## src/shared/edit_mark_pkg.sv

```systemverilog
package edit_mark_pkg;
	localparam int unsigned addr_w = 48;
	localparam int unsigned len_w  = 16;
	localparam int unsigned word_w = 32;

	// ==========================================================
	// register map
	localparam logic [7:0] off_ctrl     = 8'h00;
	localparam logic [7:0] off_status   = 8'h04;
	localparam logic [7:0] off_pat_base = 8'h08;
	localparam logic [7:0] off_pat_len  = 8'h0c;
	localparam logic [7:0] off_src_base = 8'h10;
	localparam logic [7:0] off_res_base = 8'h14;
	localparam logic [7:0] off_res_len  = 8'h18;
	localparam logic [7:0] off_flags    = 8'h1c;
	localparam logic [7:0] off_mark_lo  = 8'h20;
	localparam logic [7:0] off_mark_hi  = 8'h24;

	localparam int unsigned ctrl_start = 0;
	localparam int unsigned ctrl_ascii = 1;
	localparam int unsigned sts_busy   = 0;
	localparam int unsigned sts_done   = 1;

	// flag register holds data flag bits 63..32
	localparam int unsigned flag_base  = 32;
	localparam int unsigned flag_fault = 38;
	localparam int unsigned flag_zero  = 53;
	localparam int unsigned flag_neg   = 54;
	localparam int unsigned flag_pos   = 55;

	// ==========================================================
	// character codes
	localparam logic [5:0] pc_digit = 6'h20;
	localparam logic [5:0] pc_sig   = 6'h21;
	localparam logic [5:0] pc_sep   = 6'h22;
	localparam logic [5:0] pc_ign   = 6'h23;
	localparam logic [1:0] xx_ascii  = 2'h3;
	localparam logic [1:0] xx_ebcdic = 2'h0;
	localparam logic [3:0] zone_ascii  = 4'h3;
	localparam logic [3:0] zone_ebcdic = 4'hf;
	localparam logic [7:0] blank_ascii  = 8'h20;
	localparam logic [7:0] blank_ebcdic = 8'h40;
	localparam logic [3:0] sign_min = 4'ha;
	localparam logic [3:0] neg_b    = 4'hb;
	localparam logic [3:0] neg_d    = 4'hd;

	// ==========================================================
	// types
	typedef enum logic [2:0] {st_idle, st_pat, st_exec, st_src, st_dig, st_wr} state_e;

	typedef struct packed {
		logic              valid;
		logic              we;
		logic [addr_w-1:0] addr;
		logic [7:0]        wdata;
	} mem_req_s;

	typedef struct packed {
		logic       ready;
		logic [7:0] rdata;
	} mem_rsp_s;

	typedef struct packed {
		logic              ascii;
		logic [word_w-1:0] pat_base;
		logic [len_w-1:0]  pat_len;
		logic [word_w-1:0] src_base;
		logic [word_w-1:0] res_base;
		logic [len_w-1:0]  res_len;
	} cfg_s;

	typedef struct packed {
		state_e            st;
		mem_req_s          req;
		logic [len_w-1:0]  pi;
		logic [len_w-1:0]  ri;
		logic [addr_w-1:0] sa;
		logic              first;
		logic              t;
		logic              nz;
		logic              sgn;
		logic              fault;
		logic              pend;
		logic [3:0]        rnib;
		logic [3:0]        dg;
		logic              scp;
		logic              scpos;
		logic [7:0]        fill;
		logic [7:0]        pat;
		logic [addr_w-1:0] mark;
		logic [addr_w-1:0] gword;
		logic              done;
		logic              fl_fault;
		logic              fl_zero;
		logic              fl_neg;
		logic              fl_pos;
	} ctx_s;

	function automatic logic is_sign(input logic [3:0] nib);
		is_sign = nib >= sign_min;
	endfunction : is_sign

	function automatic logic is_pos(input logic [3:0] nib);
		is_pos = is_sign(nib) && nib != neg_b && nib != neg_d;
	endfunction : is_pos
endpackage : edit_mark_pkg

```

## src/hw/decimal_edit_mark_unit.sv

```systemverilog
// Operation
// - end on result full or pattern exhausted
// - marker gets address before first significant digit
// - zero digit stores fill until significance
// - significance start sets flag, stores nothing
// - positive sign clears significance, no byte
// - negative sign keeps significance set
// - ordinary first pattern byte becomes fill
// - special first pattern byte gives blank fill
// - trailing separator stores blank, flags zero field
// - unreached pattern and digits never examined
// - nonzero and significant sets negative flag, marker
// - sign in left nibble flags data fault
// - stored digit gets ascii or ebcdic zone
// - sign codes split into positive and negative
// - nonzero and not significant sets positive flag
`timescale 1ns/1ns
`default_nettype none

module decimal_edit_mark_unit (
	input  wire logic                   clk_sys,
	input  wire logic                   reset_n,
	input  wire logic                   psel,
	input  wire logic                   penable,
	input  wire logic                   pwrite,
	input  wire logic [7:0]             paddr,
	input  wire logic [31:0]            pwdata,
	output logic      [31:0]            prdata,
	output logic                        pready,
	output logic                        pslverr,
	output edit_mark_pkg::mem_req_s     mem_req,
	input  wire edit_mark_pkg::mem_rsp_s mem_rsp
);

	// ==========================================================
	// register bus
	edit_mark_pkg::cfg_s cfg_r;
	edit_mark_pkg::cfg_s cfg_nxt;
	logic [31:0]         prdata_r;
	logic [31:0]         prdata_nxt;
	logic                slverr_r;
	logic                slverr_nxt;
	logic                start;
	logic                busy;

	edit_mark_pkg::ctx_s ctx_r;
	edit_mark_pkg::ctx_s ctx_nxt;

	assign busy    = ctx_r.st != edit_mark_pkg::st_idle;
	assign pready  = 1'b1;
	assign prdata  = prdata_r;
	assign pslverr = slverr_r;
	assign mem_req = ctx_r.req;

	// read data is prepared in the setup cycle so the access phase needs no wait
	always_comb begin
		cfg_nxt    = cfg_r;
		prdata_nxt = prdata_r;
		slverr_nxt = slverr_r;
		start      = 1'b0;
		if (psel && !penable) begin
			prdata_nxt = '0;
			slverr_nxt = 1'b0;
			case (paddr)
				edit_mark_pkg::off_ctrl: begin
					prdata_nxt[edit_mark_pkg::ctrl_ascii] = cfg_r.ascii;
				end
				edit_mark_pkg::off_status: begin
					prdata_nxt[edit_mark_pkg::sts_busy] = busy;
					prdata_nxt[edit_mark_pkg::sts_done] = ctx_r.done;
				end
				edit_mark_pkg::off_pat_base: begin
					prdata_nxt = cfg_r.pat_base;
				end
				edit_mark_pkg::off_pat_len: begin
					prdata_nxt = 32'(cfg_r.pat_len);
				end
				edit_mark_pkg::off_src_base: begin
					prdata_nxt = cfg_r.src_base;
				end
				edit_mark_pkg::off_res_base: begin
					prdata_nxt = cfg_r.res_base;
				end
				edit_mark_pkg::off_res_len: begin
					prdata_nxt = 32'(cfg_r.res_len);
				end
				edit_mark_pkg::off_flags: begin
					prdata_nxt[edit_mark_pkg::flag_fault - edit_mark_pkg::flag_base] =
						ctx_r.fl_fault;
					prdata_nxt[edit_mark_pkg::flag_zero - edit_mark_pkg::flag_base] =
						ctx_r.fl_zero;
					prdata_nxt[edit_mark_pkg::flag_neg - edit_mark_pkg::flag_base] =
						ctx_r.fl_neg;
					prdata_nxt[edit_mark_pkg::flag_pos - edit_mark_pkg::flag_base] =
						ctx_r.fl_pos;
				end
				edit_mark_pkg::off_mark_lo: begin
					prdata_nxt = ctx_r.gword[31:0];
				end
				edit_mark_pkg::off_mark_hi: begin
					// upper 16 bits of the marker word are always zero
					prdata_nxt = 32'(ctx_r.gword >> edit_mark_pkg::word_w);
				end
				default: begin
					slverr_nxt = 1'b1;
				end
			endcase
		end
		// configuration is frozen while an edit runs
		if (psel && penable && pwrite && !slverr_r && !busy) begin
			case (paddr)
				edit_mark_pkg::off_ctrl: begin
					cfg_nxt.ascii = pwdata[edit_mark_pkg::ctrl_ascii];
					start         = pwdata[edit_mark_pkg::ctrl_start];
				end
				edit_mark_pkg::off_pat_base: begin
					cfg_nxt.pat_base = pwdata;
				end
				edit_mark_pkg::off_pat_len: begin
					cfg_nxt.pat_len = pwdata[edit_mark_pkg::len_w-1:0];
				end
				edit_mark_pkg::off_src_base: begin
					cfg_nxt.src_base = pwdata;
				end
				edit_mark_pkg::off_res_base: begin
					cfg_nxt.res_base = pwdata;
				end
				edit_mark_pkg::off_res_len: begin
					cfg_nxt.res_len = pwdata[edit_mark_pkg::len_w-1:0];
				end
				default: begin
				end
			endcase
		end
	end

	always_ff @(posedge clk_sys or negedge reset_n) begin
		if (!reset_n) begin
			cfg_r    <= '0;
			prdata_r <= '0;
			slverr_r <= 1'b0;
		end else begin
			cfg_r    <= cfg_nxt;
			prdata_r <= prdata_nxt;
			slverr_r <= slverr_nxt;
		end
	end

	// ==========================================================
	// pattern decode
	logic [1:0] xx;
	logic [3:0] zone;
	logic [7:0] blank;
	logic       is_dig;
	logic       is_sig;
	logic       is_sep;
	logic       is_ign;
	logic       is_spec;

	localparam int unsigned addr_w_c = edit_mark_pkg::addr_w;

	logic [addr_w_c-1:0] res_addr;

	assign xx    = cfg_r.ascii ? edit_mark_pkg::xx_ascii : edit_mark_pkg::xx_ebcdic;
	assign zone  = cfg_r.ascii ? edit_mark_pkg::zone_ascii
		: edit_mark_pkg::zone_ebcdic;
	assign blank = cfg_r.ascii ? edit_mark_pkg::blank_ascii : edit_mark_pkg::blank_ebcdic;
	assign is_dig  = ctx_r.pat == {xx, edit_mark_pkg::pc_digit};
	assign is_sig  = ctx_r.pat == {xx, edit_mark_pkg::pc_sig};
	assign is_sep  = ctx_r.pat == {xx, edit_mark_pkg::pc_sep};
	assign is_ign  = ctx_r.pat == {xx, edit_mark_pkg::pc_ign};
	assign is_spec = is_dig || is_sig || is_sep || is_ign;
	assign res_addr = addr_w_c'(cfg_r.res_base) + addr_w_c'(ctx_r.ri);

	// ==========================================================
	// edit sequencer
	logic       adv;
	logic       fin;
	logic       put;
	logic [7:0] put_b;
	logic [3:0] lo_nib;
	logic [3:0] hi_nib;

	assign hi_nib = mem_rsp.rdata[7:4];
	assign lo_nib = mem_rsp.rdata[3:0];

	always_comb begin
		ctx_nxt = ctx_r;
		adv     = 1'b0;
		fin     = 1'b0;
		put     = 1'b0;
		put_b   = '0;
		case (ctx_r.st)
			edit_mark_pkg::st_idle: begin
				if (start) begin
					ctx_nxt.pi       = '0;
					ctx_nxt.ri       = '0;
					ctx_nxt.sa       = addr_w_c'(cfg_r.src_base);
					ctx_nxt.first    = 1'b1;
					ctx_nxt.t        = 1'b0;
					ctx_nxt.nz       = 1'b0;
					ctx_nxt.sgn      = 1'b0;
					ctx_nxt.fault    = 1'b0;
					ctx_nxt.pend     = 1'b0;
					ctx_nxt.fill     = blank;
					ctx_nxt.done     = 1'b0;
					ctx_nxt.fl_fault = 1'b0;
					ctx_nxt.fl_zero  = 1'b0;
					ctx_nxt.fl_neg   = 1'b0;
					ctx_nxt.fl_pos   = 1'b0;
					adv              = 1'b1;
				end
			end
			edit_mark_pkg::st_pat: begin
				if (mem_rsp.ready) begin
					ctx_nxt.req.valid = 1'b0;
					ctx_nxt.pat       = mem_rsp.rdata;
					ctx_nxt.pi        = ctx_r.pi + 1'b1;
					ctx_nxt.st        = edit_mark_pkg::st_exec;
				end
			end
			edit_mark_pkg::st_exec: begin
				ctx_nxt.first = 1'b0;
				if (ctx_r.first && !is_spec) begin
					ctx_nxt.fill = ctx_r.pat;
					adv          = 1'b1;
				end else if (is_sig) begin
					ctx_nxt.t = 1'b1;
					adv       = 1'b1;
				end else if (is_sep) begin
					ctx_nxt.t   = 1'b0;
					ctx_nxt.nz  = 1'b0;
					ctx_nxt.sgn = 1'b0;
					if (ctx_r.pi == cfg_r.pat_len) begin
						put   = 1'b1;
						put_b = blank;
					end else begin
						adv = 1'b1;
					end
				end else if (is_dig || is_ign) begin
					if (ctx_r.sgn) begin
						// a second numeric field before any separator
						ctx_nxt.fault = 1'b1;
						fin           = 1'b1;
					end else if (ctx_r.pend) begin
						ctx_nxt.dg   = ctx_r.rnib;
						ctx_nxt.pend = 1'b0;
						ctx_nxt.scp  = 1'b0;
						ctx_nxt.st   = edit_mark_pkg::st_dig;
					end else begin
						ctx_nxt.req = '{1'b1, 1'b0, ctx_r.sa, 8'h00};
						ctx_nxt.st  = edit_mark_pkg::st_src;
					end
				end else begin
					put   = 1'b1;
					put_b = ctx_r.t ? ctx_r.pat : ctx_r.fill;
				end
			end
			edit_mark_pkg::st_src: begin
				if (mem_rsp.ready) begin
					ctx_nxt.req.valid = 1'b0;
					ctx_nxt.sa        = ctx_r.sa + 1'b1;
					if (edit_mark_pkg::is_sign(hi_nib)) begin
						ctx_nxt.fault = 1'b1;
						fin           = 1'b1;
					end else begin
						ctx_nxt.dg    = hi_nib;
						ctx_nxt.scp   = edit_mark_pkg::is_sign(lo_nib);
						ctx_nxt.scpos = edit_mark_pkg::is_pos(lo_nib);
						ctx_nxt.pend  = !edit_mark_pkg::is_sign(lo_nib);
						ctx_nxt.rnib  = lo_nib;
						ctx_nxt.st    = edit_mark_pkg::st_dig;
					end
				end
			end
			edit_mark_pkg::st_dig: begin
				if (is_dig) begin
					put = 1'b1;
					if (ctx_r.dg != '0) begin
						ctx_nxt.nz = 1'b1;
					end
					if (ctx_r.t || ctx_r.dg != '0) begin
						put_b = {zone, ctx_r.dg};
						if (!ctx_r.t) begin
							ctx_nxt.t    = 1'b1;
							ctx_nxt.mark = res_addr - addr_w_c'(1);
						end
					end else begin
						put_b = ctx_r.fill;
					end
				end else begin
					// ignored digit: a source digit is consumed, no byte
					adv = 1'b1;
				end
				// sign acts after its digit is examined
				if (ctx_r.scp) begin
					ctx_nxt.sgn = 1'b1;
					if (ctx_r.scpos) begin
						ctx_nxt.t = 1'b0;
					end
				end
			end
			edit_mark_pkg::st_wr: begin
				if (mem_rsp.ready) begin
					ctx_nxt.req.valid = 1'b0;
					ctx_nxt.ri        = ctx_r.ri + 1'b1;
					adv               = 1'b1;
				end
			end
			default: begin
				ctx_nxt.st = edit_mark_pkg::st_idle;
			end
		endcase
		if (put) begin
			ctx_nxt.req = '{1'b1, 1'b1, res_addr, put_b};
			ctx_nxt.st  = edit_mark_pkg::st_wr;
		end
		// nothing beyond either end is read or written
		if (adv) begin
			if (ctx_nxt.ri == cfg_r.res_len || ctx_nxt.pi == cfg_r.pat_len) begin
				fin = 1'b1;
			end else begin
				ctx_nxt.req = '{1'b1, 1'b0,
					addr_w_c'(cfg_r.pat_base) + addr_w_c'(ctx_nxt.pi), 8'h00};
				ctx_nxt.st  = edit_mark_pkg::st_pat;
			end
		end
		if (fin) begin
			ctx_nxt.st   = edit_mark_pkg::st_idle;
			ctx_nxt.done = 1'b1;
			if (ctx_nxt.fault) begin
				ctx_nxt.fl_fault = 1'b1;
			end else begin
				ctx_nxt.fl_zero = !ctx_nxt.nz;
				ctx_nxt.fl_neg  = ctx_nxt.nz && ctx_nxt.t;
				ctx_nxt.fl_pos  = ctx_nxt.nz && !ctx_nxt.t;
				if (ctx_nxt.nz && ctx_nxt.t) begin
					ctx_nxt.gword = ctx_nxt.mark;
				end
			end
		end
	end

	always_ff @(posedge clk_sys or negedge reset_n) begin
		if (!reset_n) begin
			ctx_r <= '0;
		end else begin
			ctx_r <= ctx_nxt;
		end
	end

endmodule : decimal_edit_mark_unit

`default_nettype wire

```

## config.mk

```make
export PLATFORM = sky130hd
export DESIGN_NAME = decimal_edit_mark_unit
export DESIGN_NICKNAME = d
export VERILOG_FILES = /design/src/shared/edit_mark_pkg.sv /design/src/hw/decimal_edit_mark_unit.sv
export SDC_FILE = /design/constraint.sdc
export NUM_CORES = 1
export LEC_CHECK = 0
export ABC_CLOCK_PERIOD_IN_PS = 8900
export BUFFER_PORTS_ARGS = -buffer_cell sky130_fd_sc_hd__buf_2
export CORE_UTILIZATION = 35
export DETAILED_ROUTE_END_ITERATION = 10
export SLEW_MARGIN = 15
export SYNTH_ARGS = -nofsm -noshare
export SYNTH_HDL_FRONTEND = slang
export SYNTH_SLANG_ARGS = --single-unit
export TNS_END_PERCENT = 50
```

## constraint.sdc

```tcl
create_clock -name clk_sys -period 8.9 [get_ports clk_sys]
set_input_delay 0.445 -clock clk_sys [delete_from_list [all_inputs] [get_ports clk_sys]]
set_output_delay 0.445 -clock clk_sys [all_outputs]
set_load 0.005 [all_outputs]
```

==> results of run 1 <==
-- area by class of cell --
class / count / area, sq um / area share
Multi-Input combinational cell: 1939 / 12800 / 0.462
Sequential cell: 436 / 10900 / 0.393
Clock buffer: 67 / 1410 / 0.0506
Tap cell: 940 / 1180 / 0.0423
Timing Repair Buffer: 174 / 983 / 0.0354
Clock inverter: 24 / 285 / 0.0103
Inverter: 52 / 195 / 0.00703
-- kinds of logic (layout without fill, tap and decap cells) --
kind of cell,after synthesis,after routing
XOR/XNOR,125,125
other,1,1
multiplexers,216,216
buffers and inverters,247,317
flip-flops,436,436
AO/OA/AOI/OAI,607,607
AND/OR/NAND/NOR,951,951
adder cells (fa/ha/maj),39,39
-- per-layer routing --
layer | part of all wire | up-vias | GRT usage
li1 | - | 9559 | -
met1 | 0.43 | 10610 | 0.331
met2 | 0.46 | 876 | 0.388
met3 | 0.069 | 177 | 0.0399
met4 | 0.038 | 6 | 0.0897
met5 | 0.00048 | - | 0
-- sequential cells by signal, summed over array words and instances (netlist names) --
name and cells:
cfg_r 129, ctx_r 216, mem_req 58, prdata 32, pslverr 1
-- how the worst max path moves through the flow --
stage	end	slack (ns)	cells past startpoint
6_report	mem_req[26]	2.99	18
5_1_grt	mem_req[28]	2.61	18
4_1_cts	mem_req[28]	3.01	18
3_5_place_dp	mem_req[28]	2.86	19
3_3_place_gp	mem_req[30]	2.96	19
2_1_floorplan	mem_req[34]	4.02	19
-- repair_timing --
action | 4_1_cts | 5_1_grt
hold endpoints to repair | 108 | 0
hold buffers | 1 | 0
resized for setup | 0 | 0
-- cells in the mapped netlist (all sizes together) (11+ instances only) --
library cell,count,share of area
o211ai,33,0.010
mux2i,41,0.017
nor2,178,0.027
o21a,16,0.0048
buf,83,0.023
nand2,321,0.048
ha,36,0.018
a41oi,15,0.0053
and2,23,0.0058
a21o,14,0.0042
clkbuf,112,0.017
nor3,55,0.011
a221oi,11,0.0039
dfrtp,436,0.44
and3,30,0.0075
o22ai,20,0.0050
mux2,175,0.084
a31oi,34,0.0086
nand2b,23,0.0058
nor2b,17,0.0043
nor4,28,0.0078
o31ai,13,0.0039
nand4,37,0.0093
a21boi,13,0.0039
a222oi,16,0.0064
or2,29,0.0073
or3,32,0.0083
xnor2,77,0.027
o21ai,149,0.030
xor2,48,0.017
or4,12,0.0036
a21oi,120,0.024
nand3,124,0.025
a22oi,66,0.020
inv,51,0.0077
-- metrics by stage --
stage / std cells / area [sq um] / worst slack [ns] / hold slack (ns)
after global placement: 3540 / 26100 / 2.96 / 0.453
after floorplan: 2622 / 24900 / 4.02 / 0.149
final: 3632 / 27800 / 2.99 / 0.0932
after CTS: 3632 / 27800 / 3.01 / 0.0776
after detailed placement: 3540 / 26100 / 2.86 / 0.462
after global routing: 3632 / 27800 / 2.61 / 0.0852
-- report_power, final --
group | internal, W | switching (W) | total, W
Sequential | 0.00220 | 0.000273 | 0.00248
Combinational | 0.000531 | 0.000877 | 0.00141
Clock | 0.00126 | 0.000892 | 0.00215
Total | 0.00399 | 0.00204 | 0.00603
-- worst max-delay path: stages, from the launching register on --
cell	delay [ns]
dfrtp_1	0.51
or3_4	0.50
or2_2	0.39
o21ai_1	0.43
o21ai_0	0.16
a21o_1	0.23
ha_1	0.19
inv_1	0.07
fa_1	0.20
nor2b_1	0.06
o21a_1	0.18
o21ai_0	0.36
a21oi_1	0.14
a2111oi_0	0.82
nor3_1	0.25
o41ai_2	0.89
nor2_1	0.14
xnor2_1	0.19
o21ai_0	0.09
==> results.py, run 1 <==
metrics = {
    "run_status": {
        "outcome": "completed",
    },
    "cells_and_area": {
        "fin_nets": 2744,
        "layout_common_cells": "dfrtp_1 (436), nand2_1 (321), nor2_1 (169), buf_2 (143), o21ai_0 (141)",
        "antennaDiodeCount": 0,
        "drive_above_1_share": 0.181,
        "area_growth_pct": 11.7,
        "final_common_cell": "dfrtp_1",
        "nFillCells": 6996,
        "final_core_util": 0.396,
    },
    "cts": {
        "cts_inserted_buffers": 49,
        "cts-root-buf": "clkbuf_16",
        "cts_tree": "yes",
        "post_cts_buffers": 0,
        "insertion_delay_ns": 0.63,
        "path_clk_slew_ns": 0.06,
        "clock-sinks": 436,
        "htree_levels": 2,
        "ctsLongestPathBuffers": 3,
    },
    "yosys": {
        "synthAdderAreaFrac": 0.0201,
        "synth_top_family_by_area": "simple AND/OR/NAND/NOR gates",
        "synth_ff_type": "dfrtp_1",
        "synth_compound_area_frac": 0.161,
        "synth.net_count": 2714,
        "synthesis.area_sq_mm": 0.0249,
        "synth_edf_count": 0,
        "synthSimpleGateAreaFrac": 0.187,
        "synth_seq_cells": 436,
        "muxShareOfSynthArea": 0.100,
        "ys_seq_area_frac": 0.439,
        "syn_inst": 2622,
        "synthArstFlopShare": 1.00,
        "syn_avg_cell_area_sq_um": 9.48,
        "yosys_warnings": 0,
        "synth-xor-area-share": 0.0440,
        "synth.distinct_cells": 92,
    },
    "setup_path": {
        "crit_type": "reg2reg",
        "crit_path_start": "ctx_r[273]",
        "r2r_end": "mem_req[26]",
        "cp-start-kind": "register",
        "cp_data_required_time_ns": 9.37,
        "reg2regPathDepth": 18,
        "reg2reg_slack_ns": 2.99,
        "timing.rr.start": "ctx_r[273]",
        "crit_fanout": 14,
        "endpoint_kind": "register",
        "arrival_ns": 6.38,
    },
    "detailed_routing": {
        "post_drt_wl_per_cell_um": 24.3,
        "postRouteAntennaNets": 0,
        "drc": 0,
        "via_per_inst": 5.84,
        "drt_wl_total_um": 88300,
        "drtIter0Drc": 2331,
        "drtPass1Iterations": 6,
        "vias": 21228,
    },
    "grt": {
        "grt_pass1_vias": 20564,
        "grt_max_degree": 174,
        "antenna_found_initial": 4,
        "grt_usage": 0.243,
        "overflow": 0,
        "grt_pass1_wl_um": 132000,
    },
    "floorplan": {
        "initial_core_util": 0.354,
        "chipHeight_um": 269,
        "pin_count": 146,
        "std_cell_rows": 97,
        "die_width_um": 269,
        "coreArea_sq_mm": 0.0701,
        "die_area_sq_mm": 0.0721,
    },
    "power": {
        "fin_total_pwr_w": 0.00603,
        "p_per_area_mw_per_mm2": 217,
        "power_leakage_nw": 12.7,
        "irDropWorstVdd_mv": 0.140,
    },
    "sta": {
        "max_freq_ghz": 0.169,
        "worstMarginPinSlew_ns": 1.19,
        "setup_viol": 0,
        "final-hold-violation-count": 0,
        "period_needed_ns": 5.91,
        "drv_slew": 0,
        "fin_crit_sh": 0.664,
        "rsz0062_at_grt": "no",
        "fin_skew_ns": 0.0372,
        "fin_tns_setup_ns": 0,
        "max_slew_margin": 0.203,
    },
    "worst_hold_path": {
        "hold_depth": 3,
        "min-delay-start": "mem_rsp[1]",
        "hold_path.class": "in2reg",
        "hold_end": "ctx_r[124]",
    },
    "flow_run": {
        "drv_cap": 0,
    },
    "placement": {
        "gp_congestion": 0.947,
        "port_buffers": 144,
        "dp_hpwl_um": 64700,
    },
}
(Power assumes the default switching activity.)
==> run 2, diff against run 1 <==
- ABC_CLOCK_PERIOD_IN_PS: 8900 -> 5600
- clock period: 8.9 -> 5.6 ns (I/O delays scaled with it)
==> run 2 against run 1 <==
Effect of this change: power is 61% higher; first-iteration DRC count down 5.7%; sequential share of layout area down 0.71 points; clock power up 61%; global-route usage increased by 0.39 points; worst setup slack got worse by 2.5 ns; combinational power is 62% higher; cell area up 1.8%; critical path depth unchanged; largest power group unchanged; highest routed layer is now met4.
==> results.py, run 2 (same netlist as run 1, synthesis figures left out) <==
metrics = {
    "sta": {
        "fin_crit_sh": 0.906,
        "fin_skew_ns": 0.0261,
        "max_freq_ghz": 0.197,
        "fin_tns_setup_ns": 0,
        "period_needed_ns": 5.07,
        "max_slew_margin": 0.131,
        "whs_ns": 0.0264,
        "worstMarginPinSlew_ns": 1.30,
        "drv_slew": 0,
        "setup_viol": 0,
        "rsz0062_at_grt": "no",
        "final-hold-violation-count": 0,
    },
    "setup_path": {
        "path_delay_family": "compound AO/OA/AOI/OAI gates",
        "endpoint_kind": "register",
        "path_buf_inv": 2,
        "cp-start-kind": "register",
        "cp_data_required_time_ns": 6.11,
        "crit_type": "reg2reg",
        "slowest_delay_ns": 0.64,
        "crit_fanout": 14,
        "crit_chain": "or3_4, nor2_1, a21oi_1, a21oi_1, a21oi_1, ha_1, nor2b_1, o21a_1, o21ai_0, a21oi_1, a2111oi_0, buf_4, nor3_1, o41ai_2, buf_4, nor2_1, xnor2_1, o21ai_0",
        "crit_top_cell": "a21oi_1",
        "slowest_stage": "a2111oi_0",
        "arrival_ns": 5.58,
    },
    "grt": {
        "grt-busiest-layer": "met2",
        "grt_use_met2": 0.392,
        "use_met1": 0.339,
        "grt_use_met3": 0.0373,
        "grt_usage": 0.247,
        "grt_max_degree": 148,
        "grt_pass1_vias": 21014,
        "grt_pass1_wl_um": 135000,
        "overflow": 0,
        "antenna_found_initial": 1,
    },
    "placement": {
        "port_buffers": 144,
        "placed_area_sq_mm": 0.0263,
        "dp_hpwl_um": 66000,
        "gp_congestion": 0.973,
    },
    "cells_and_area": {
        "largest_reg_flops": 216,
        "area_growth_pct": 13.7,
        "layout_common_cells": "dfrtp_1 (436), nand2_1 (321), nor2_1 (169), buf_2 (143), o21ai_0 (141)",
        "drive_above_1_share": 0.187,
        "fin_nets": 2794,
        "fin_area_sq_mm": 0.0283,
        "top_register": "ctx_r",
        "final_common_cell": "dfrtp_1",
    },
    "cts": {
        "htree_levels": 2,
        "post_cts_buffers": 0,
        "cts_inserted_buffers": 49,
        "cts-root-buf": "clkbuf_16",
        "cts_resized": 0,
        "cts_tree": "yes",
        "insertion_delay_ns": 0.61,
        "cts_hold_buf": 28,
        "clock-sinks": 436,
        "path_clk_slew_ns": 0.06,
        "ctsLongestPathBuffers": 3,
    },
    "floorplan": {
        "pin_count": 146,
        "die_area_sq_mm": 0.0721,
        "chipHeight_um": 269,
        "std_cell_rows": 97,
        "initial_core_util": 0.354,
        "die_width_um": 269,
        "coreArea_sq_mm": 0.0701,
    },
    "power": {
        "power_leakage_nw": 12.9,
        "irDropWorstVdd_mv": 0.240,
        "p_per_area_mw_per_mm2": 343,
    },
    "detailed_routing": {
        "postRouteAntennaNets": 0,
        "vias": 21518,
        "drt_wl_total_um": 89800,
        "drc": 0,
        "drtPass1Iterations": 6,
        "via_per_inst": 5.84,
        "post_drt_wl_per_cell_um": 24.4,
        "drtIter0Drc": 2197,
    },
    "flow_run": {
        "drv_cap": 0,
    },
    "run_status": {
        "outcome": "completed",
    },
    "worst_hold_path": {
        "hold_path.class": "in2reg",
    },
}
run 2: cell count changes in the layout (fill, tap and decap cells not counted), sizes merged:
cell         change
diode            +2
clkinvlp         +1
bufinv           +1
buf             +23
clkinv           -1
dlygate4sd3     +27
run 2: final timing paths:
kind | start | slack [ns] | depth (start not counted) | end
min in group asynchronous | reset_n | 0.29 | 2 | ctx_r[107]
worst max-delay path | ctx_r[273] | 0.53 | 18 | mem_req[36]
worst min-delay path | pwdata[8] | 0.03 | 2 | cfg_r[24]
worst max register to register | ctx_r[273] | 0.53 | 18 | mem_req[36]
max in group asynchronous | reset_n | 3.99 | 3 | ctx_r[35]
worst min register to register | ctx_r[113] | 0.47 | 2 | ctx_r[113]
run 2: final cells by class:
cell class,count,area [sq um]
Clock buffer,67,1430
Tap cell,940,1180
Inverter,52,195
Sequential cell,436,10900
Timing Repair Buffer,224,1430
Clock inverter,25,320
Antenna cell,2,5.00
Fill cell,7026,41900
Multi-Input combinational cell,1939,12800
run 2: where the power goes:
part	internal, W	switching [W]	total, W
registers	0.00350	0.000453	0.00395
logic	0.000892	0.00140	0.00229
clock network	0.00207	0.00141	0.00347
total	0.00646	0.00325	0.00971
run 2: worst register-to-register path: stages (launching register included):
cell and delay [ns]:
dfrtp_1 0.51, or3_4 0.51, nor2_1 0.39, a21oi_1 0.27
a21oi_1 0.19, a21oi_1 0.13, ha_1 0.37, nor2b_1 0.15
o21a_1 0.18, o21ai_0 0.33, a21oi_1 0.14, a2111oi_0 0.64
buf_4 0.23, nor3_1 0.08, o41ai_2 0.29, buf_4 0.22
nor2_1 0.08, xnor2_1 0.11, o21ai_0 0.17
run 2: per-stage QoR:
stage,worst slack [ns],cells,power [W],utilization
global route,0.0932,3684,0.0102,0.403
global placement,0.597,3563,0.00621,0.374
floorplan,0.724,2622,0.00540,-
finish,0.529,3685,0.00971,0.403
CTS,0.571,3683,0.00974,0.403
detailed placement,0.553,3563,0.00623,0.374
run 2: layer usage:
metal,wire (um),vias to the layer above,share of wire
met5,0,-,0
met1,39200,10764,0.44
met4,3330,0,0.037
li1,-,9676,-
met2,41100,910,0.46
met3,6160,168,0.069
